`config.mk`:
```
export PLATFORM = sky130hd
export DESIGN_NAME = tg_gate_device_flat
export DESIGN_NICKNAME = d
export VERILOG_FILES = /design/src/logic/tg_pkg.sv /design/src/logic/tg_dataway_if.sv /design/src/logic/tg_gate_device.sv /design/src/flat_wrapper.sv
export SDC_FILE = /design/constraint.sdc
export NUM_CORES = 1
export LEC_CHECK = 0
export BUFFER_PORTS_ARGS = -buffer_cell sky130_fd_sc_hd__buf_2
export CORE_MARGIN = 4
export CORE_UTILIZATION = 55
export CTS_CLUSTER_SIZE = 28
export DETAILED_ROUTE_END_ITERATION = 12
export GPL_TIMING_DRIVEN = 0
export PLACE_DENSITY = 0.73
export RECOVER_POWER = 50
export SLEW_MARGIN = 0
export SYNTH_ARGS = -nofsm -noshare
export SYNTH_HDL_FRONTEND = slang
export SYNTH_SLANG_ARGS = --single-unit
```
`constraint.sdc`:
```
create_clock -name pclk -period 5.45 [get_ports pclk]
set_input_delay 0.8175 -clock pclk [delete_from_list [all_inputs] [get_ports pclk]]
set_output_delay 0.8175 -clock pclk [all_outputs]
set_load 0.02 [all_outputs]
```
`src/logic/tg_pkg.sv`:
```
// Shared constants for the four-channel timed gate and its crate controller.
package tg_pkg;
  // ----------------------------------------------------------------------
  // Channel and counter geometry
  // ----------------------------------------------------------------------
  localparam int unsigned NCH      = 4;   // Number of timing channels.
  localparam int unsigned DUR_W    = 20;  // Width of a gate length.
  localparam int unsigned SEL_W    = 2;   // Width of a tick rate code.
  localparam int unsigned DW_W     = 24;  // Width of Dataway R and W lines.
  localparam int unsigned PRE_W    = 10;  // Width of a channel prescaler.
  // Divide ratios of the base tick, by tick rate code.
  localparam logic [PRE_W-1:0] DIV_1    = 10'h001;
  localparam logic [PRE_W-1:0] DIV_10   = 10'h00a;
  localparam logic [PRE_W-1:0] DIV_100  = 10'h064;
  localparam logic [PRE_W-1:0] DIV_1000 = 10'h3e8;
  // Identity value returned on the identity read; the value is arbitrary.
  localparam logic [11:0] BOARD_IDENTITY = 12'h5a3;
  // ----------------------------------------------------------------------
  // Timing
  // ----------------------------------------------------------------------
  localparam int unsigned CLK_PERIOD_NS = 50;    // pclk period.
  localparam int unsigned DONE_HIGH_NS  = 1000;  // Done pulse high time.
  localparam int unsigned DONE_CYCLES   = DONE_HIGH_NS / CLK_PERIOD_NS;
  localparam int unsigned BASE_TICK_NS  = 1000;  // Base tick period.
  localparam int unsigned BASE_HALF_CYC = BASE_TICK_NS / CLK_PERIOD_NS / 2;
  // ----------------------------------------------------------------------
  // Dataway function codes
  // ----------------------------------------------------------------------
  localparam logic [4:0] F_RD_FLAGS  = 5'h00;
  localparam logic [4:0] F_RD_LEN    = 5'h01;
  localparam logic [4:0] F_RD_RATE   = 5'h02;
  localparam logic [4:0] F_RD_ID     = 5'h06;
  localparam logic [4:0] F_WR_LEN    = 5'h10;
  localparam logic [4:0] F_WR_RATE   = 5'h11;
  localparam logic [4:0] F_TRIG      = 5'h12;
  localparam logic [4:0] F_ENABLE    = 5'h13;
  localparam logic [4:0] F_LOAD_GO   = 5'h14;
  localparam logic [4:0] F_STOP      = 5'h15;
  localparam logic [4:0] F_DISABLE   = 5'h16;
  localparam logic [4:0] F_ENA_ALL   = 5'h1a;
  // ----------------------------------------------------------------------
  // Controller APB register map and fields
  // ----------------------------------------------------------------------
  localparam logic [7:0] OFS_CMD    = 8'h00;  // Command launch register.
  localparam logic [7:0] OFS_WDATA  = 8'h04;  // Write data for W lines.
  localparam logic [7:0] OFS_RDATA  = 8'h08;  // Captured R lines.
  localparam logic [7:0] OFS_STATUS = 8'h0c;  // Busy, Q and X.
  localparam int unsigned CMD_F_LSB = 0;   // Function code, bits 4:0.
  localparam int unsigned CMD_A_LSB = 8;   // Subaddress, bits 11:8.
  localparam int unsigned CMD_N_BIT = 16;  // Station select.
  localparam int unsigned CMD_Z_BIT = 17;  // Initialize.
  localparam int unsigned CMD_C_BIT = 18;  // Clear.
  localparam int unsigned ST_BUSY   = 0;
  localparam int unsigned ST_Q      = 1;
  localparam int unsigned ST_X      = 2;
endpackage : tg_pkg

```
`src/logic/tg_dataway_if.sv`:
```
// Dataway connection between the crate controller and the timed gate.
`timescale 1ns/1ps
`default_nettype none
interface tg_dataway_if;
  logic        cmd_strobe;      // One-cycle command strobe.
  logic        station_n;       // Station select for this module.
  logic [3:0]  sub_a;           // Subaddress.
  logic [4:0]  func_f;          // Function code.
  logic [23:0] wr_w;            // Write lines.
  logic        init_z;          // Initialize, qualified by the strobe.
  logic        clear_c;         // Clear, qualified by the strobe.
  logic        base_tick_line;  // 1 MHz base tick level.
  logic [23:0] rd_r;            // Read lines.
  logic        resp_q;          // Q answer.
  logic        resp_x;          // X answer.
  logic        resp_valid;      // One-cycle answer marker.
  modport ctrl (output cmd_strobe, station_n, sub_a, func_f, wr_w, init_z,
                clear_c, base_tick_line,
                input rd_r, resp_q, resp_x, resp_valid);
  modport dev (input cmd_strobe, station_n, sub_a, func_f, wr_w, init_z,
               clear_c, base_tick_line,
               output rd_r, resp_q, resp_x, resp_valid);
endinterface : tg_dataway_if
`default_nettype wire

```
`src/logic/tg_gate_device.sv`:
```
// Four-channel timed gate: Dataway command decode and channel timing.
`timescale 1ns/1ps
`default_nettype none
module tg_gate_device (
  input  wire logic                    pclk,
  input  wire logic                    presetn,
  tg_dataway_if.dev                    dw,
  input  wire logic [tg_pkg::NCH-1:0]  trig_in,
  input  wire logic                    stop_in,
  input  wire logic [tg_pkg::NCH-1:0]  retrig_strap,
  output logic      [tg_pkg::NCH-1:0]  gate_out,
  output logic      [tg_pkg::NCH-1:0]  gate_done_pulse
);
  import tg_pkg::*;

  // ----------------------------------------------------------------------
  // Declarations
  // ----------------------------------------------------------------------
  logic [NCH:0]       sync1_r;     // First synchroniser stage.
  logic [NCH:0]       sync2_r;     // Second synchroniser stage.
  logic [NCH:0]       sync3_r;     // Delayed copy for edge detection.
  logic [NCH:0]       ext_edge;    // Rising edges, stop in the top bit.
  logic               tick_d_r;    // Previous base tick level.
  logic               base_tick;   // One-cycle pulse per base tick.
  logic               cmd;         // Addressed command this cycle.
  logic               zc;          // Initialize or clear this cycle.
  logic               ch_ok;       // Subaddress names a channel.
  logic [1:0]         ch;          // Selected channel.
  logic               a_zero;      // Subaddress is zero.
  logic [NCH-1:0]     on_r;        // Channel ON state.
  logic [NCH-1:0]     en_r;        // Channel enables.
  logic [DUR_W-1:0]   len_r [NCH]; // Gate lengths.
  logic [SEL_W-1:0]   rate_r [NCH];// Tick rate codes.
  logic [DUR_W-1:0]   cnt_r [NCH]; // Remaining selected-clock periods.
  logic [PRE_W-1:0]   pre_r [NCH]; // Per-channel prescaler.
  logic [4:0]         done_cnt_r [NCH]; // Done pulse length counters.
  logic [NCH-1:0]     trig_dw;     // Dataway trigger request.
  logic [NCH-1:0]     trig_ok;     // Trigger accepted.
  logic [NCH-1:0]     blocked;     // Trigger refused while ON without strap.
  logic [NCH-1:0]     stop_sel;    // Selective stop request.
  logic [NCH-1:0]     expire;      // Count ran out this cycle.
  logic [NCH-1:0]     done_start;  // Start of a done pulse.

  // Divide ratio for a tick rate code.
  function automatic logic [PRE_W-1:0] div_of(input logic [SEL_W-1:0] c);
    unique case (c)
      2'h0: div_of = DIV_1;
      2'h1: div_of = DIV_10;
      2'h2: div_of = DIV_100;
      2'h3: div_of = DIV_1000;
    endcase
  endfunction : div_of

  // ----------------------------------------------------------------------
  // Input conditioning
  // ----------------------------------------------------------------------
  // Triggers and stop pass two flops, then a third flop for the edge.
  always_ff @(posedge pclk or negedge presetn) begin
    if (!presetn) begin
      sync1_r <= '0;
      sync2_r <= '0;
      sync3_r <= '0;
    end else begin
      sync1_r <= {stop_in, trig_in};
      sync2_r <= sync1_r;
      sync3_r <= sync2_r;
    end
  end
  assign ext_edge = sync2_r & ~sync3_r;

  // The base tick is synchronous; its rising edge marks one period.
  always_ff @(posedge pclk or negedge presetn) begin
    if (!presetn) begin
      tick_d_r <= 1'b0;
    end else begin
      tick_d_r <= dw.base_tick_line;
    end
  end
  assign base_tick = dw.base_tick_line & ~tick_d_r;

  // ----------------------------------------------------------------------
  // Command decode
  // ----------------------------------------------------------------------
  assign cmd    = dw.cmd_strobe & dw.station_n;
  assign zc     = dw.cmd_strobe & (dw.init_z | dw.clear_c);
  assign ch_ok  = (dw.sub_a[3:2] == 2'b00);
  assign ch     = dw.sub_a[1:0];
  assign a_zero = (dw.sub_a == 4'h0);

  // Per-channel request decode.
  for (genvar i = 0; i < NCH; i++) begin : g_dec
    logic sel_i; // Subaddress selects this channel.
    logic ext_i; // Enabled external trigger request.
    assign sel_i = ch_ok && (ch == 2'(i));
    assign trig_dw[i] = cmd && ((dw.func_f == F_TRIG && a_zero && dw.wr_w[i])
                        || (dw.func_f == F_LOAD_GO && sel_i));
    assign ext_i = ext_edge[i] & en_r[i];
    // ON without strap refuses any trigger; strap accepts all.
    assign blocked[i] = on_r[i] & ~retrig_strap[i];
    assign trig_ok[i] = (trig_dw[i] | ext_i) & ~blocked[i];
    assign stop_sel[i] = cmd && dw.func_f == F_STOP && a_zero && dw.wr_w[i];
    assign expire[i] = on_r[i] && base_tick && (cnt_r[i] <= 20'h00001)
                       && (pre_r[i] == div_of(rate_r[i]) - 10'h001);
  end

  // ----------------------------------------------------------------------
  // Channel state
  // ----------------------------------------------------------------------
  for (genvar i = 0; i < NCH; i++) begin : g_ch
    // Gate length and tick rate are written only by Dataway commands.
    always_ff @(posedge pclk or negedge presetn) begin
      if (!presetn) begin
        len_r[i]  <= '0;
        rate_r[i] <= '0;
      end else if (cmd && ch_ok && ch == 2'(i)) begin
        if (dw.func_f == F_WR_LEN ||
            (dw.func_f == F_LOAD_GO && !blocked[i])) begin
          len_r[i] <= dw.wr_w[DUR_W-1:0];
        end
        if (dw.func_f == F_WR_RATE) begin
          rate_r[i] <= dw.wr_w[SEL_W-1:0];
        end
      end
    end

    // Enable: cleared by reset, Z, C or disable; set by enable commands and accepted Dataway triggers.
    always_ff @(posedge pclk or negedge presetn) begin
      if (!presetn) begin
        en_r[i] <= 1'b0;
      end else if (zc) begin
        en_r[i] <= 1'b0;
      end else if ((trig_dw[i] && !blocked[i]) ||
                   (cmd && a_zero && ((dw.func_f == F_ENABLE && dw.wr_w[i])
                                      || dw.func_f == F_ENA_ALL))) begin
        en_r[i] <= 1'b1;
      end else if (cmd && a_zero && dw.func_f == F_DISABLE && dw.wr_w[i]) begin
        en_r[i] <= 1'b0;
      end
    end

    // ON state, remaining count and prescaler.
    always_ff @(posedge pclk or negedge presetn) begin
      if (!presetn) begin
        on_r[i]  <= 1'b0;
        cnt_r[i] <= '0;
        pre_r[i] <= '0;
      end else if (zc || ext_edge[NCH]) begin
        on_r[i] <= 1'b0;
      end else if (stop_sel[i]) begin
        on_r[i] <= 1'b0;
      end else if (trig_ok[i]) begin
        // Restart from the full length whether OFF or ON.
        on_r[i]  <= 1'b1;
        cnt_r[i] <= (dw.func_f == F_LOAD_GO && trig_dw[i])
                    ? dw.wr_w[DUR_W-1:0] : len_r[i];
        pre_r[i] <= '0;
      end else if (on_r[i] && cnt_r[i] == '0) begin
        on_r[i] <= 1'b0; // A zero length ends at once.
      end else if (expire[i]) begin
        on_r[i] <= 1'b0;
      end else if (on_r[i] && base_tick) begin
        // Divide the base tick per channel so the phase starts at trigger.
        if (pre_r[i] == div_of(rate_r[i]) - 10'h001) begin
          pre_r[i] <= '0;
          cnt_r[i] <= cnt_r[i] - 20'h00001;
        end else begin
          pre_r[i] <= pre_r[i] + 10'h001;
        end
      end
    end

    // A done pulse starts when ON drops for any cause but the external stop, Z, C, or a selective stop in the cycle of an accepted external trigger.
    assign done_start[i] = on_r[i] && !zc && !ext_edge[NCH] && !trig_ok[i]
                           && (stop_sel[i] || cnt_r[i] == '0 || expire[i]);

    // Done pulse lasts a fixed number of cycles.
    always_ff @(posedge pclk or negedge presetn) begin
      if (!presetn) begin
        done_cnt_r[i] <= '0;
      end else if (done_start[i]) begin
        done_cnt_r[i] <= 5'(DONE_CYCLES);
      end else if (done_cnt_r[i] != '0) begin
        done_cnt_r[i] <= done_cnt_r[i] - 5'h01;
      end
    end

    // Gate and done outputs come straight from flops.
    always_ff @(posedge pclk or negedge presetn) begin
      if (!presetn) begin
        gate_done_pulse[i] <= 1'b0;
      end else begin
        gate_done_pulse[i] <= (done_cnt_r[i] != '0);
      end
    end
  end
  assign gate_out = on_r;

  // ----------------------------------------------------------------------
  // Dataway answer
  // ----------------------------------------------------------------------
  // Every strobe is answered one cycle later with R, Q and X.
  always_ff @(posedge pclk or negedge presetn) begin
    if (!presetn) begin
      dw.rd_r       <= '0;
      dw.resp_q     <= 1'b0;
      dw.resp_x     <= 1'b0;
      dw.resp_valid <= 1'b0;
    end else begin
      dw.resp_valid <= dw.cmd_strobe;
      dw.rd_r       <= '0;
      dw.resp_q     <= 1'b0;
      dw.resp_x     <= zc;
      if (cmd) begin
        unique case (dw.func_f)
          F_RD_FLAGS: if (ch_ok) begin
            dw.rd_r[2:0] <= {retrig_strap[ch], en_r[ch], on_r[ch]};
            dw.resp_q    <= 1'b1;
            dw.resp_x    <= 1'b1;
          end
          F_RD_LEN: if (ch_ok) begin
            dw.rd_r[DUR_W-1:0] <= len_r[ch];
            dw.resp_q          <= 1'b1;
            dw.resp_x          <= 1'b1;
          end
          F_RD_RATE: if (ch_ok) begin
            dw.rd_r[SEL_W-1:0] <= rate_r[ch];
            dw.resp_q          <= 1'b1;
            dw.resp_x          <= 1'b1;
          end
          F_RD_ID: if (a_zero) begin
            dw.rd_r[11:0] <= BOARD_IDENTITY;
            dw.resp_q     <= 1'b1;
            dw.resp_x     <= 1'b1;
          end
          F_WR_LEN, F_WR_RATE: if (ch_ok) begin
            dw.resp_q <= 1'b1;
            dw.resp_x <= 1'b1;
          end
          F_LOAD_GO: if (ch_ok) begin
            dw.resp_q <= !blocked[ch];
            dw.resp_x <= 1'b1;
          end
          F_TRIG: if (a_zero) begin
            dw.resp_q <= ((dw.wr_w[NCH-1:0] & blocked) == '0);
            dw.resp_x <= 1'b1;
          end
          F_ENABLE, F_STOP, F_DISABLE, F_ENA_ALL: if (a_zero) begin
            dw.resp_q <= 1'b1;
            dw.resp_x <= 1'b1;
          end
          default: begin
            dw.resp_x <= zc;
          end
        endcase
      end
    end
  end
endmodule : tg_gate_device
`default_nettype wire

```
`src/flat_wrapper.sv`:
```
// flat-port wrapper written by rule: the top's interface ports become plain ports
module tg_gate_device_flat import tg_pkg::*;
  (pclk, presetn, trig_in, stop_in, retrig_strap, gate_out, gate_done_pulse, dw_cmd_strobe, dw_station_n, dw_sub_a, dw_func_f, dw_wr_w, dw_init_z, dw_clear_c, dw_base_tick_line, dw_rd_r, dw_resp_q, dw_resp_x, dw_resp_valid);
  tg_dataway_if dw_i ();
  input  wire logic pclk;
  input  wire logic presetn;
  input  wire logic [tg_pkg::NCH-1:0] trig_in;
  input  wire logic stop_in;
  input  wire logic [tg_pkg::NCH-1:0] retrig_strap;
  output logic      [tg_pkg::NCH-1:0] gate_out;
  output logic      [tg_pkg::NCH-1:0] gate_done_pulse;
  input wire logic [$bits(dw_i.cmd_strobe)-1:0] dw_cmd_strobe;
  input wire logic [$bits(dw_i.station_n)-1:0] dw_station_n;
  input wire logic [$bits(dw_i.sub_a)-1:0] dw_sub_a;
  input wire logic [$bits(dw_i.func_f)-1:0] dw_func_f;
  input wire logic [$bits(dw_i.wr_w)-1:0] dw_wr_w;
  input wire logic [$bits(dw_i.init_z)-1:0] dw_init_z;
  input wire logic [$bits(dw_i.clear_c)-1:0] dw_clear_c;
  input wire logic [$bits(dw_i.base_tick_line)-1:0] dw_base_tick_line;
  output wire logic [$bits(dw_i.rd_r)-1:0] dw_rd_r;
  output wire logic [$bits(dw_i.resp_q)-1:0] dw_resp_q;
  output wire logic [$bits(dw_i.resp_x)-1:0] dw_resp_x;
  output wire logic [$bits(dw_i.resp_valid)-1:0] dw_resp_valid;
  assign dw_i.cmd_strobe = dw_cmd_strobe;
  assign dw_i.station_n = dw_station_n;
  assign dw_i.sub_a = dw_sub_a;
  assign dw_i.func_f = dw_func_f;
  assign dw_i.wr_w = dw_wr_w;
  assign dw_i.init_z = dw_init_z;
  assign dw_i.clear_c = dw_clear_c;
  assign dw_i.base_tick_line = dw_base_tick_line;
  assign dw_rd_r = dw_i.rd_r;
  assign dw_resp_q = dw_i.resp_q;
  assign dw_resp_x = dw_i.resp_x;
  assign dw_resp_valid = dw_i.resp_valid;
  tg_gate_device u_core (.pclk(pclk), .presetn(presetn), .dw(dw_i), .trig_in(trig_in), .stop_in(stop_in), .retrig_strap(retrig_strap), .gate_out(gate_out), .gate_done_pulse(gate_done_pulse));
endmodule
```
# --- Word-level counts from Yosys, hierarchy flattened ---
# Index checks and enable logic that the tools add are counted.
totals:
  regBits: 279
  input_bits: 49
  latchBits: 0
  out_inout_bits: 35
  rom_bits: 0
  mem_count: 0
  ramBits: 0
classes:
  div: 0
  reduce_logical: 179
  mux: 145
  addsub: 20
  shifts: 0
  eq_ne: 42
  magnitude_cmp: 6
  bitwise_logic: 38
  mul: 0
op_table:
  columns: ["op", "count"]
  rows:
  - ["20-bit 2-to-1 mux", 28]
  - ["10-bit 2-to-1 mux", 44]
  - ["10-bit case mux with 4 select lines", 4]
  - ["1-bit logical AND", 86]
  - ["10-bit equality test", 8]
  - ["20-bit by 1-bit less-or-equal comparator with 1-bit output, second input constant", 4]
  - ["20-bit zero test", 4]
  - ["10-bit by 1-bit subtractor with 10-bit output, second input constant", 8]
  - ["20-bit by 1-bit subtractor with 20-bit output, second input constant", 4]
  - ["1-bit 2-to-1 mux", 44]
  - ["10-bit by 1-bit adder with 10-bit output, second input constant", 4]
  - ["20-bit binary-select mux with 2-bit select", 1]
  - ["5-bit equality test, second input constant", 8]
  - ["5-bit 2-to-1 mux", 8]
  - ["5-bit nonzero test", 8]
  - ["1-bit logical OR", 25]
  - ["6-bit AND reduction", 4]
  - ["2-bit nonzero test", 12]
  - ["2-bit equality test, second input constant", 10]
  - ["5-bit AND reduction", 4]
  - ["5-bit by 1-bit subtractor with 5-bit output, second input constant", 4]
  - ["9-bit case mux with 2 select lines", 1]
  - ["2-bit by 1-bit != test with 1-bit output, second input constant", 8]
  - ["2-bit AND reduction", 8]
  - ["30 further kinds", 91]

# --- Depth between registers and ports, before layout ---
logic_depth:
  depth_word: 17
  ltp_mapped: 11
  ltp_nobuf: 9

# --- Worst setup path after synthesis ---
# No wires, ideal clock.
synth_path:
  path_kind: "input-to-reg"
  from: "input port dw_func_f[4]"
  to: "register u_core.cnt_r[37] (netlist bit)"
  setup_time_ns: 0.121
  slack_ns: 2.584
  required_ns: 5.329
  path_stages: 10
  n_path_buf: 3
  t_arrival_ns: 2.745
  cell_sequence: "buf_4 nor4b_2 nand3_1 a2111oi_4 or2_1 buf_4 o21a_4 buf_6 o21ai_0 a22o_1"
synth_via:
  elab_chain_cells: 9
  word_cells_on_any_way: 22
synth_lines:
  columns: ["element", "line", "source"]
  rows:
  - ["start, declared", "flat_wrapper.sv:15", "input wire logic [$bits(dw_i.func_f)-1:0] dw_func_f;"]
  - ["5-bit equality test", "tg_gate_device.sv:95", "assign trig_dw[i] = cmd && ((dw.func_f == F_TRIG && a_zero && dw.wr_w[i])"]
  - ["1-bit logical AND (2 in series)", "tg_gate_device.sv:95", null]
  - ["1-bit logical OR", "tg_gate_device.sv:96", "|| (dw.func_f == F_LOAD_GO && sel_i));"]
  - ["1-bit logical AND", "tg_gate_device.sv:95", null]
  - ["1-bit bitwise OR", "tg_gate_device.sv:100", "assign trig_ok[i] = (trig_dw[i] | ext_i) & ~blocked[i];"]
  - ["1-bit bitwise AND", "tg_gate_device.sv:100", null]
  - ["2-bit by 1-bit != test with 1-bit output (no source line) or 2-bit nonzero test (tied branches)", null, null]
  - ["6-bit AND reduction (no source line)", null, null]
  - ["end signal, assigned by index", "tg_gate_device.sv:154", "cnt_r[i] <= (dw.func_f == F_LOAD_GO && trig_dw[i])"]
  - ["end signal, assigned by index", "tg_gate_device.sv:165", "cnt_r[i] <= cnt_r[i] - 20'h00001;"]
  - ["end, declared", "tg_gate_device.sv:34", "logic [DUR_W-1:0] cnt_r [NCH];"]
# Several ways; a longest one is shown, not always the timed one.
# A chain may end at the register's enable or synchronous reset.

==> key figures <==
Run status
  • Outcome: complete, but fails checks
  • Failing checks: max-capacitance violations, max-slew violations

Setup path
  • Critical Path RT: 6.03 ns
  • R2r setup slk: about 2.1 ns
  • Crit Path Category: input port to async pin
  • Critical path endpoint category: async pin
  • R2r endpoint: u_core.cnt_r[36]$_DFFE_PN0P_
  • R2R cell count: 10
  • Max incr delay on CP: 2.44 ns
  • Worst setup path end: u_core.cnt_r[13]$_DFFE_PN0P_
  • Arrival time at the worst endpoint: about 4.3 ns
  • Crit. Startpoint: presetn
  • Number of cells on the critical path: 3
  • RR Startpoint: u_core.cnt_r[20]$_DFFE_PN0P_
  • CP Max Fanout: 123
  • Crit-path most repeated cell: buf_16
  • Startpoint types: input port
  • CP top delay family: buffers and inverters
  • CP Cell Sequence: clkbuf_1 > buf_16 > buf_16
  • Slowest cell on the critical path: clkbuf_1
  • WP buf/inv: 3

Detailed routing
  • Via/cell ratio: 6.346
  • Drt total wl: around 46 mm
  • Avg WL per Cell: ~21 um
  • WL met1: 18.77 mm
  • Pre-Repair DR Iteration Count: 6
  • Post-DRT Antenna Nets: 0
  • Metal3 WL: 3.030 mm
  • Max Used Layer: met4
  • DRC: 0
  • Via count: approximately 14,000
  • Met2 WL: 21.89 mm
  • Iteration-0 DRC Markers: 1,622

Pwr
  • Leak: around 0.0083 uW
  • Sw Pwr: 1332 uW
  • Cell Pwr Density: 289.9 mW/mm^2
  • Sequential share of power: 0.440
  • Logic pwr share: 0.118
  • Switching Share: 0.2559
  • Pwr Total: 5203 uW
  • Int Pwr: between 3000 and 4000 uW
  • Peak supply drop: 0.2588 mV
  • Clock power frac: 0.442

Die
  • Io pins: 84
  • Core area: 0.02863 mm^2
  • Chip height: 178.1 um
  • # rows: 62
  • Initial Utilization: 0.5562
  • DIE WIDTH: 178.1 um
  • Die area: roughly 0.032 mm^2

Clock tree
  • Clk root buf: clkbuf_16
  • Worst-Skew Late Latency: 0.51 ns
  • CTS tree: built
  • Setup Buffers After CTS: 0
  • CTS Hold Bufs: 0
  • H-Tree Depth: 2
  • TritonCTS buffer count: 34
  • Worst-path clk slew: 0.05 ns
  • CTS Buffer Depth: 3
  • Clock sinks: ~280
  • Resize count post-CTS: 0

Global routing
  • Vias in the first global route: 13,650
  • Largest net degree at the start of global routing: 124
  • GRT Residual Overflow: 0
  • GRT Total Usage: 0.2869
  • First-pass GRT wire length: 72.96 mm
  • Initial antenna violation count: 0

Synthesis
  • Netlist cell types: around 90
  • Synth Register Bits: 279
  • Most area-hungry cell type in the Yosys netlist: dfrtp_1
  • Post-synth EDFFs: 0
  • Syn_area_per_cell: 9.713 um^2
  • Dominant synthesized flop cell: dfrtp_1
  • YS warnings: 0
  • Cell count after synthesis: 1,639
  • Synth top area share: 0.4385
  • Sequential share of the synthesized area: 0.4385
  • Synth area leaders: dfrtp_1 44%, mux2_2 7.3%, nand2_1 4.1%
  • Post-Syn Area: 0.01592 mm^2
  • FFs w/ async S/R, synth: 1.000

Placement
  • GPL Wtd Cong: 0.9186
  • Port buffer count: a little over 70
  • Place WS: around 1.6 ns
  • HPWL Detailed: 33.78 mm

STA
  • Worst-Margin Slew: 3.540 ns
  • Hold slack: around 0.35 ns
  • Worst Skew: between 0.01 and 0.015 ns
  • Rel. slew slack: -1.360
  • Fin. max-slew vios: 64
  • RSZ-0062 raised after global routing: no
  • Post-route minimum period: about 3.7 ns
  • Period utilization: 0.6749
  • Final WS setup: 1.772 ns
  • Hold Fails Final Rpt: 0
  • Highest Clock Rate: between 200 and 300 MHz
  • Setup Viol. Count Final: 0

Final layout
  • Layout cell share with drive strength beyond 1: 0.1688
  • Ant. Diodes: 0
  • P&R area growth vs syn: 12.72%
  • Nets: ~1,800

Worst hold path
  • Hold Path Class: flip-flop to flip-flop

Flow run
  • # Max-Cap Violations: 1
flip-flops by register name (all words and copies together), names as in the netlist, 4 cells and up:
signal,count
u_core.cnt_r,80
u_core.dw.rd_r,20
u_core.sync3_r,5
u_core.sync2_r,5
u_core.sync1_r,5
u_core.pre_r,40
u_core.len_r,80
u_core.gate_out,4
u_core.done_cnt_r,20
u_core.en_r,4
u_core.rate_r,8
u_core.gate_done_pulse,4
cells in the final DEF (no fill, tap or decap), types with 7 or more instances in the layout:
| cell | Yosys | routed |
|---|---|---|
| dfrtp_1 | 279 | 279 |
| nand2_1 | 175 | 175 |
| nor2_1 | 118 | 118 |
| mux2_2 | 103 | 103 |
| a21oi_1 | 102 | 102 |
| o21ai_0 | 86 | 86 |
| clkbuf_1 | 50 | 79 |
| buf_2 | 28 | 75 |
| nand3_1 | 66 | 66 |
| mux2i_1 | 50 | 50 |
| and3_1 | 40 | 40 |
| nor3_1 | 39 | 39 |
| inv_1 | 38 | 38 |
| clkbuf_16 | 0 | 37 |
| or3_1 | 33 | 33 |
| o21ai_1 | 30 | 30 |
| mux4_2 | 26 | 26 |
| a22o_1 | 26 | 26 |
| a31oi_1 | 25 | 25 |
| nor4_1 | 23 | 23 |
| nand2b_1 | 20 | 20 |
| ha_1 | 20 | 20 |
| a211oi_1 | 18 | 18 |
| nand4_1 | 16 | 16 |
| a21o_1 | 14 | 14 |
| xnor2_1 | 13 | 13 |
| or4_1 | 12 | 12 |
| clkinv_2 | 0 | 12 |
| a32o_1 | 11 | 11 |
| nor2b_1 | 10 | 10 |
| buf_4 | 8 | 8 |
| xor2_1 | 8 | 8 |
| or2_2 | 8 | 8 |
| nand3b_1 | 8 | 8 |
| o22a_1 | 8 | 8 |
| o22ai_1 | 7 | 7 |
| and2_1 | 8 | 7 |
per-layer routing:
layer  GRT usage  vias up
li1            -     6289
met1      0.3784     6723
met2      0.4795      567
met3     0.04303      135
met4      0.1128        0
met5           0        -
synthesized netlist by cell type, types with 20 or more instances:
cell type  count
nor2_1       118
mux4_2        26
a21oi_1      102
buf_2         28
nand2_1      175
nand2b_1      20
nor4_1        23
a31oi_1       25
a22o_1        26
and3_1        40
dfrtp_1      279
o21ai_1       30
nand3_1       66
or3_1         33
ha_1          20
mux2_2       103
inv_1         38
o21ai_0       86
mux2i_1       50
clkbuf_1      50
nor3_1        39
how the worst min path moves through the flow:
stage	from	cells past startpoint	slack, ns	endpoint
floorplan	u_core.sync1_r[0]$_DFF_PN0_	0	0.33	u_core.sync2_r[0]$_DFF_PN0_
global placement	u_core.sync1_r[4]$_DFF_PN0_	0	0.33	u_core.sync2_r[4]$_DFF_PN0_
detailed placement	u_core.sync1_r[2]$_DFF_PN0_	0	0.34	u_core.sync2_r[2]$_DFF_PN0_
CTS	presetn	1	0.25	u_core.done_cnt_r[17]$_DFFE_PN0P_
global route	u_core.sync1_r[0]$_DFF_PN0_	0	0.37	u_core.sync2_r[0]$_DFF_PN0_
finish	u_core.sync1_r[4]$_DFF_PN0_	0	0.35	u_core.sync2_r[4]$_DFF_PN0_
power by group through the flow:
stage	logic, uW	clock network [uW]	registers, uW
detailed placement	621	0	2320
global placement	580	0	2320
floorplan	417	0	2310
finish	614	2300	2290
CTS	623	2340	2290
global route	688	2430	2310
logic make-up (layout without fill, tap and decap cells):
| group | after synthesis | after routing | share of synthesized area |
|---|---|---|---|
| AND/OR/NAND/NOR | 617 | 617 | 0.2001 |
| AO/OA/AOI/OAI | 390 | 390 | 0.1569 |
| XOR/XNOR | 21 | 21 | 0.01155 |
| flip-flops | 279 | 279 | 0.4385 |
| buffers and inverters | 132 | 267 | 0.03584 |
| adder cells (fa/ha/maj) | 20 | 20 | 0.01572 |
| other | 1 | 4 | 0.0002355 |
| multiplexers | 179 | 179 | 0.1411 |
cell type report:
| class | instances | area, um^2 |
|---|---|---|
| Inverter | 38 | 142.6 |
| Sequential cell | 279 | 6982 |
| Clock inverter | 17 | 166.4 |
| Clock buffer | 44 | 982.2 |
| Fill cell | 2328 | 10680 |
| Multi-Input combinational cell | 1231 | 8379 |
| Timing Repair Buffer | 74 | 384.1 |
| Buffer | 94 | 427.9 |
| Tap cell | 384 | 480.5 |
worst reg2reg max path, stage by stage (launching register included):
cell	delay, ns
dfrtp_1	0.45
inv_1	0.13
ha_1	0.24
or3b_2	0.50
nor2b_1	0.52
a21oi_1	0.21
and3b_1	0.26
o21ai_1	0.50
buf_2	0.35
a21oi_1	0.07
a21oi_1	0.12
per-stage QoR:
| step | instance area (um^2) | setup TNS [ns] | std cells | util |
|---|---|---|---|---|
| after detailed placement | 16840 | 0 | 2100 | 0.5882 |
| after CTS | 17990 | 0 | 2161 | 0.6283 |
| after global routing | 17940 | 0 | 2161 | 0.6269 |
| after floorplan | 15930 | 0 | 1642 | - |
| after global placement | 16770 | -441.17 | 2098 | 0.5859 |
| final | 17940 | 0 | 2161 | 0.6269 |
(Power assumes the default switching activity.)
